## src/rtl/tx_irq_defines.vh

```
// Purpose: Register map and field layout of the transmit interrupt status and enable block.
// Assumes: Byte-addressed plain register port, 8 transmit channels.
// Notes: Offsets are byte addresses of aligned 32-bit words.
`ifndef TX_IRQ_DEFINES_VH
`define TX_IRQ_DEFINES_VH

`define TX_IRQ_ADDR_W 8
`define TX_IRQ_RAW_STATUS_OFS 8'h00
`define TX_IRQ_MASKED_STATUS_OFS 8'h04
`define TX_IRQ_ENABLE_SET_OFS 8'h08
`define TX_IRQ_ENABLE_CLEAR_OFS 8'h0c
`define TX_IRQ_PEND_LSB 0
`define TX_IRQ_PULSE_LSB 16
`define TX_IRQ_ENABLE_RESET 8'h00
`define TX_IRQ_STATUS_RESET 8'h00

`endif

```

## src/rtl/tx_channel_irq_status_mask.v

```verilog
// Purpose: Transmit-channel interrupt raw and masked status with set/clear enables.
// Assumes: Plain register port; read data appears the cycle after the read strobe.
// Notes: Pending flags are raised elsewhere; this block synchronises, shows and gates them.
`include "tx_irq_defines.vh"

// Summary of operation
// - Raw status register shows eight channel pending flags, bit n is channel n.
// - Masked status register shows pending flags gated by their enable bits.
// - Status bits 31 to 8 read zero and ignore writes.
// - Writing one to enable-set bit n enables channel n pending interrupt.
// - Writing one to enable-set bit 16+n enables channel n pulse interrupt.
// - Enable-set reserved bits 31-24 and 15-8 read zero.
// - Enable-clear register, same layout, writing one disables that enable bit.
module tx_channel_irq_status_mask #(
  parameter CHANNELS = 8
) (
  // Clock and reset
  input wire clk_sys_in,
  input wire nrst_in,
  // Register port
  input wire [`TX_IRQ_ADDR_W-1:0] addr_in,
  input wire [31:0] wdata_in,
  input wire wr_in,
  input wire rd_in,
  output reg [31:0] rdata_out,
  // Channel events and interrupt lines
  input wire [CHANNELS-1:0] xmit_pending_in,
  input wire [CHANNELS-1:0] xmit_pulse_in,
  output wire pending_irq_out,
  output wire pulse_irq_out
);
  wire [CHANNELS-1:0] xmit_pending;
  wire [CHANNELS-1:0] xmit_pulse;
  wire [CHANNELS-1:0] xmit_pending_enable;
  wire [CHANNELS-1:0] xmit_pulse_enable;
  wire [CHANNELS-1:0] masked_status;
  wire set_sel;
  wire clr_sel;
  reg [31:0] rdata_d;

  // Both event sources cross in from channel logic that may run elsewhere.
  tx_irq_pending_sync #(.WIDTH(CHANNELS)) u_pend_sync (
    .clk_sys_in(clk_sys_in),
    .nrst_in(nrst_in),
    .async_in(xmit_pending_in),
    .sync_out(xmit_pending)
  );

  tx_irq_pending_sync #(.WIDTH(CHANNELS)) u_pulse_sync (
    .clk_sys_in(clk_sys_in),
    .nrst_in(nrst_in),
    .async_in(xmit_pulse_in),
    .sync_out(xmit_pulse)
  );

  assign set_sel = wr_in && (addr_in == `TX_IRQ_ENABLE_SET_OFS);
  assign clr_sel = wr_in && (addr_in == `TX_IRQ_ENABLE_CLEAR_OFS);

  tx_irq_enable_bits #(.WIDTH(CHANNELS)) u_pend_en (
    .clk_sys_in(clk_sys_in),
    .nrst_in(nrst_in),
    .set_bits_in(set_sel ? wdata_in[`TX_IRQ_PEND_LSB +: CHANNELS] : {CHANNELS{1'b0}}),
    .clear_bits_in(clr_sel ? wdata_in[`TX_IRQ_PEND_LSB +: CHANNELS] : {CHANNELS{1'b0}}),
    .enable_q_out(xmit_pending_enable)
  );

  tx_irq_enable_bits #(.WIDTH(CHANNELS)) u_pulse_en (
    .clk_sys_in(clk_sys_in),
    .nrst_in(nrst_in),
    .set_bits_in(set_sel ? wdata_in[`TX_IRQ_PULSE_LSB +: CHANNELS] : {CHANNELS{1'b0}}),
    .clear_bits_in(clr_sel ? wdata_in[`TX_IRQ_PULSE_LSB +: CHANNELS] : {CHANNELS{1'b0}}),
    .enable_q_out(xmit_pulse_enable)
  );

  assign masked_status = xmit_pending & xmit_pending_enable;

  // The level interrupt follows the masked view; the pulse line is gated the same way.
  assign pending_irq_out = |masked_status;
  assign pulse_irq_out = |(xmit_pulse & xmit_pulse_enable);

  always @* begin
    rdata_d = 32'h00000000;
    case (addr_in)
      `TX_IRQ_RAW_STATUS_OFS: begin
        rdata_d[CHANNELS-1:0] = xmit_pending;
      end
      `TX_IRQ_MASKED_STATUS_OFS: begin
        rdata_d[CHANNELS-1:0] = masked_status;
      end
      `TX_IRQ_ENABLE_SET_OFS, `TX_IRQ_ENABLE_CLEAR_OFS: begin
        rdata_d[`TX_IRQ_PEND_LSB +: CHANNELS] = xmit_pending_enable;
        rdata_d[`TX_IRQ_PULSE_LSB +: CHANNELS] = xmit_pulse_enable;
      end
      default: begin
        rdata_d = 32'h00000000;
      end
    endcase
  end

  // Read data stands for exactly one cycle after the strobe, zero otherwise.
  always @(posedge clk_sys_in) begin
    if (!nrst_in) begin
      rdata_out <= 32'h00000000;
    end else if (rd_in) begin
      rdata_out <= rdata_d;
    end else begin
      rdata_out <= 32'h00000000;
    end
  end
endmodule // tx_channel_irq_status_mask

```

## src/rtl/tx_irq_enable_bits.v

```verilog
// Purpose: One group of set-only and clear-only enable bits.
// Assumes: Set and clear strobes come from the register decoder on the same clock.
// Notes: A bit set and cleared in the same cycle ends set.
`include "tx_irq_defines.vh"

module tx_irq_enable_bits #(
  parameter WIDTH = 8
) (
  // Clock and reset
  input wire clk_sys_in,
  input wire nrst_in,
  // Set and clear requests
  input wire [WIDTH-1:0] set_bits_in,
  input wire [WIDTH-1:0] clear_bits_in,
  // Stored enables
  output reg [WIDTH-1:0] enable_q_out
);
  wire [WIDTH-1:0] enable_d;

  assign enable_d = (enable_q_out & ~clear_bits_in) | set_bits_in;

  always @(posedge clk_sys_in) begin
    if (!nrst_in) begin
      enable_q_out <= {WIDTH{1'b0}};
    end else begin
      enable_q_out <= enable_d;
    end
  end
endmodule // tx_irq_enable_bits

```

## src/rtl/tx_irq_pending_sync.v

```verilog
// Purpose: Two-stage synchroniser for the per-channel pending flags.
// Assumes: Pending flags are levels from outside this clock domain.
// Notes: Only the second stage is read by other logic.
module tx_irq_pending_sync #(
  parameter WIDTH = 8
) (
  // Clock and reset
  input wire clk_sys_in,
  input wire nrst_in,
  // Flags
  input wire [WIDTH-1:0] async_in,
  output reg [WIDTH-1:0] sync_out
);
  reg [WIDTH-1:0] meta_q;

  always @(posedge clk_sys_in) begin
    if (!nrst_in) begin
      meta_q <= {WIDTH{1'b0}};
      sync_out <= {WIDTH{1'b0}};
    end else begin
      meta_q <= async_in;
      sync_out <= meta_q;
    end
  end
endmodule // tx_irq_pending_sync

```

## config.mk

```make
export PLATFORM = sky130hd
export DESIGN_NAME = tx_channel_irq_status_mask
export DESIGN_NICKNAME = d
export VERILOG_FILES = /design/src/rtl/tx_channel_irq_status_mask.v /design/src/rtl/tx_irq_enable_bits.v /design/src/rtl/tx_irq_pending_sync.v
export VERILOG_INCLUDE_DIRS = /design/src /design/src/rtl
export SDC_FILE = /design/constraint.sdc
export NUM_CORES = 1
export LEC_CHECK = 0
export ABC_AREA = 0
export BUFFER_PORTS_ARGS = -buffer_cell sky130_fd_sc_hd__buf_2
export CORE_MARGIN = 4
export CORE_UTILIZATION = 30
export DETAILED_ROUTE_END_ITERATION = 12
export PLACE_DENSITY_LB_ADDON = 0.08
export SKIP_CTS_REPAIR_TIMING = 1
export SYNTH_ARGS = -nofsm -noshare
export SYNTH_HDL_FRONTEND = slang
export SYNTH_SLANG_ARGS = --single-unit
export TNS_END_PERCENT = 1
```

## constraint.sdc

```tcl
create_clock -name clk_sys_in -period 2.9 [get_ports clk_sys_in]
set_input_delay 0.145 -clock clk_sys_in [delete_from_list [all_inputs] [get_ports clk_sys_in]]
set_output_delay 0.145 -clock clk_sys_in [all_outputs]
set_load 0.02 [all_outputs]
```

; Yosys cells after proc, flatten, opt, wreduce, memory -nomap -nowiden
; Cells that the tools add are included.
[op_classes]
muxes = 5
n_bitwise = 8
n_reduce_logical = 8
n_eq_ne = 3
[ops]
columns = op, n
row1 = $and 8x8->8, 4
row2 = $mux 8, 4
row3 = $pmux 8 s3, 1
row4 = $eq 8x4->1 const B, 2
row5 = $not 8->8, 2
row6 = $or 8x8->8, 2
row7 = $reduce_or 8->1, 2
row8 = $eq 8x3->1 const B, 1
row9 = $logic_not 8->1, 1
row10 = $reduce_and 3->1, 1
row11 = $logic_and 1x1->1, 2
row12 = $reduce_and 2->1, 1
row13 = $reduce_or 2->1, 1
[totals]
in_bits = 60
output_inout_bits = 34
elab_cells = 33
regBits = 80

; Depth between registers and ports, before layout
[depth]
ltp_word = 6
ltp_mapped = 6
mapped_depth_nobuf = 3

; Modules after synthesis
; A second synthesis with hierarchy kept.
[hier_totals]
hier_cells = 266
hier_area_um2 = 2792.7
[by_module_without_submodules]
columns = mod, area_per_inst_um2, cells_per_inst, seq_area_each_um2, instances
row1 = tx_channel_irq_status_mask, 1223.7, 150, 320.3, 1
row2 = tx_irq_pending_sync, 446.7, 33, 320.3, 2
row3 = tx_irq_enable_bits, 337.8, 25, 160.2, 2

; Worst setup path after synthesis
; No wires, ideal clock.
[synth_path]
kind = input to register
from = input addr_in[3]
to = register u_pend_en.enable_q_out[0]
setup_time_ns = 0.132
arrival_time_ns = 0.997
path_buffers = 3
path_stages = 6
path_slack_ns = 1.771
path_cell_list = buf_2 > and4bb_2 > clkbuf_2 > buf_6 > nand3_1 > mux2i_1
[synth_between]
elab_chain_cells = 6
word_cells_on_any_way = 9
cone_classes = eq/ne: 2 / mux: 2 / bitwise: 3 / reduce/logical: 2
[synth_rtl]
columns = element, line
row1 = from (decl), tx_channel_irq_status_mask.v:21  ; input wire [`TX_IRQ_ADDR_W-1:0] addr_in,
row2 = $eq 8x4->1, n/a
row3 = $logic_and 1x1->1, tx_channel_irq_status_mask.v:57  ; assign clr_sel = wr_in && (addr_in == `TX_IRQ_ENABLE_CLEAR_OFS);
row4 = $mux 8, tx_channel_irq_status_mask.v:63  ; .clear_bits_in(clr_sel ? wdata_in[`TX_IRQ_PEND_LSB +: CHANNELS] : {CHANNELS{1'b0}}),
row5 = $not 8->8, tx_irq_enable_bits.v:20  ; assign enable_d = (enable_q_out & ~clear_bits_in) | set_bits_in;
row6 = $and 8x8->8, tx_irq_enable_bits.v:20
row7 = $or 8x8->8 *, tx_irq_enable_bits.v:20
row8 = to (signal assigned), tx_irq_enable_bits.v:24  ; enable_q_out <= {WIDTH{1'b0}};
row9 = to (signal assigned), tx_irq_enable_bits.v:26  ; enable_q_out <= enable_d;
row10 = to (decl), tx_irq_enable_bits.v:16  ; output reg [WIDTH-1:0] enable_q_out
; Every way passes the cells marked *; elsewhere a longest branch is shown, timed or not.
; A chain may end at the register's enable or synchronous reset.

; Worst setup path after layout
[layout_path]
from = register u_pend_sync.sync_out[3]
to = output pending_irq_out
[layout_between]
elab_chain_cells = 2
[layout_rtl]
columns = element, line
row1 = from (decl), tx_irq_pending_sync.v:12  ; output reg [WIDTH-1:0] sync_out
row2 = from (signal assigned), tx_irq_pending_sync.v:19  ; sync_out <= {WIDTH{1'b0}};
row3 = from (signal assigned), tx_irq_pending_sync.v:22  ; sync_out <= meta_q;
row4 = $and 8x8->8, tx_channel_irq_status_mask.v:75  ; assign masked_status = xmit_pending & xmit_pending_enable;
row5 = $reduce_or 8->1, tx_channel_irq_status_mask.v:78  ; assign pending_irq_out = |masked_status;
row6 = to (decl), tx_channel_irq_status_mask.v:29  ; output wire pending_irq_out,
; Every way passes these cells.

==> flow_metrics.py <==
metrics = {
    "clock_network": {
        "cts_tree": "done",
        "cts.clk_slew.worst_paths_ps": 70,
        "cts_root_buf": "clkbuf_8",
        "worst_skew_pair.late_latency_ps": 330,
        "cts_sinks": 64,
        "clock_path_buffers": 2,
        "htreeDepth": 3,
        "cts-buffers-inserted": 9,
    },
    "global_route": {
        "grt_pass1_wl_um": 7490,
        "grt_usage": 0.112,
        "grt_pass1_vias": 1550,
        "grt_max_degree": 47,
        "overflow": 0,
        "grt_antenna_before_repair": 0,
    },
    "placement": {
        "port_buffers": 61,
        "placed_area_um2": 2550,
        "dp_hpwl_um": 3240,
        "gp_congestion": 0.720,
    },
    "finish": {
        "fill_cells": 764,
        "stdcell_area_um2": 2750,
        "layout_common_cells": "64 x dfxtp_1, 61 x buf_2, 32 x and2_1",
        "drive_gt1_frac": 0.279,
        "final_common_cell": "dfxtp_1",
        "areaGrowthSynthToFinish_pct": 22.8,
        "final_nets": 339,
        "n_antenna_cell": 0,
    },
    "job": {
        "drv_cap": 0,
    },
    "timing": {
        "timing_worst_slew_pin_value_ps": 638,
        "period_needed_ps": 1300,
        "holdWs_ps": 12.2,
        "relSlewSlack": 0.575,
        "final.setup.tns_ps": 0,
        "finalSetupViolations": 0,
        "skew_ps": 6.94,
        "maxSlewViolCount": 0,
        "rsz0062_at_grt": "false",
        "finalCritPeriodShare": 0.448,
        "hold_viol_final": 0,
        "timing.fmax_mhz": 769,
    },
    "pwr": {
        "seq_power_share": 0.559,
        "p_leak_nw": 1.30,
        "peakVddDrop_mv": 0.184,
        "netSwitchingFraction": 0.234,
        "power.switching_w": 0.000380,
        "powerDensity_nw_per_um2": 590,
        "pwr-share-clk": 0.381,
        "combPwrFrac": 0.060,
        "internal-power_w": 0.00124,
    },
    "route": {
        "wl_met2_um": 1840,
        "viasPerCell": 4.04,
        "drc": 0,
        "m1WireLength_um": 2430,
        "drtAntennaViolNets": 0,
        "wirelength_um": 4730,
        "top_layer": "met4",
        "drtIter0Drc": 61,
        "wl_per_cell_um": 12.4,
        "met3WireLength_um": 373,
        "num_vias": 1542,
        "drt_pass1_iterations": 4,
    },
    "floorplan": {
        "rows": 31,
        "fp.dieW_um": 94.4,
        "initial_core_util": 0.308,
        "die_h_um": 94.4,
        "core_um2": 7250,
        "io_pins": 94,
        "die-area_um2": 8900,
    },
    "hold_path": {
        "hold_class": "input port to flop",
    },
    "logic_synthesis": {
        "synth_area_leaders": "dfxtp_1 57%, and2_1 8.9%, mux2i_1 7.2%",
        "synth_seq_cells": 64,
        "synth-main-ff-cell": "dfxtp_1",
        "postSynthCellCount": 214,
        "synth_top_area_frac": 0.573,
        "synth_area_per_cell_um2": 10.5,
        "yosysSeqAreaShare": 0.573,
        "netlist_area_um2": 2240,
        "synth_edf_count": 0,
        "ys_types": 20,
        "ys.warnings.count": 0,
        "synth_top_area_cell": "dfxtp_1",
        "async_flop_share": 0,
    },
    "critical_path": {
        "critPathKind": "flop to output pin",
        "worstPathMaxFanout": 2,
        "crit_path_start_kind": "flop",
        "arrival_ps": 1160,
        "crit_path_end_kind": "output pin",
        "cp.required_ps": 2760,
    },
    "status": {
        "status": "finished, final reports clean",
    },
}
==> cells in the mapped netlist (2+ instances only) <==
cell / number
buf_6: 2
buf_4: 16
and3_1: 8
nor2_1: 10
nand2_1: 16
clkbuf_1: 7
nand3_1: 16
mux2i_1: 16
buf_2: 2
nand4_1: 3
a22oi_1: 8
dfxtp_1: 64
o22ai_1: 8
and2_1: 32
==> cell type report <==
| class | count | area, um2 | share of cell area |
|---|---|---|---|
| Clock inverter | 4 | 22.5 | 0.00820 |
| Clock buffer | 11 | 131 | 0.0478 |
| Tap cell | 99 | 124 | 0.0451 |
| Multi-Input combinational cell | 137 | 828 | 0.301 |
| Sequential cell | 64 | 1280 | 0.466 |
| Timing Repair Buffer | 67 | 360 | 0.131 |
==> worst paths after layout <==
kind	end	depth (start not counted)	slack, ps	from
worst min register to register	u_pend_sync.sync_out[2]	1	430	u_pend_sync.meta_q[2]
worst max-delay path	pending_irq_out	3	1600	u_pend_sync.sync_out[3]
worst min-delay path	u_pulse_sync.meta_q[1]	2	10	xmit_pulse_in[1]
worst max register to register	rdata_out[6]	2	2210	u_pend_sync.sync_out[6]
==> stage by stage <==
step | worst slack [ps] | util | power [W] | std cells
floorplan | 1770 | - | 0.000996 | 229
global placement | 1500 | 0.352 | 0.00102 | 363
detailed placement | 1490 | 0.352 | 0.00102 | 363
CTS | 1560 | 0.373 | 0.00164 | 378
global route | 1510 | 0.379 | 0.00170 | 382
finish | 1600 | 0.379 | 0.00162 | 382
==> registers in the layout, indices dropped and copies added (netlist names) <==
| signal | count |
|---|---|
| rdata_out | 16 |
| u_pend_en.enable_q_out | 8 |
| u_pend_sync.meta_q | 8 |
| u_pend_sync.sync_out | 8 |
| u_pulse_en.enable_q_out | 8 |
| u_pulse_sync.meta_q | 8 |
| u_pulse_sync.sync_out | 8 |
==> kinds of logic after synthesis <==
family          count (synthesis)  synth area share
simple gates                   89             0.223
other cells                     1           0.00168
compound gates                 16            0.0492
buf+inv                        28            0.0822
mux                            16            0.0716
flops                          64             0.573
==> power groups by stage <==
stage | logic (W) | registers, W | clock network (W)
finish | 0.0000975 | 0.000907 | 0.000617
global route | 0.000109 | 0.000908 | 0.000687
CTS | 0.0000944 | 0.000906 | 0.000642
detailed placement | 0.0000941 | 0.000926 | 0
global placement | 0.0000945 | 0.000926 | 0
floorplan | 0.0000722 | 0.000924 | 0
==> worst max-delay path, stage by stage, from the launching register on <==
cell and delay, ps:
dfxtp_1 320, a22oi_1 200, nand4_1 120, buf_2 180
==> per-layer routing <==
metal,vias up,global-route usage
li1,816,-
met1,661,0.154
met5,-,0
met4,0,0.0542
met2,58,0.151
met3,7,0.0446
Note: power is estimated with default switching activity, not from simulation.
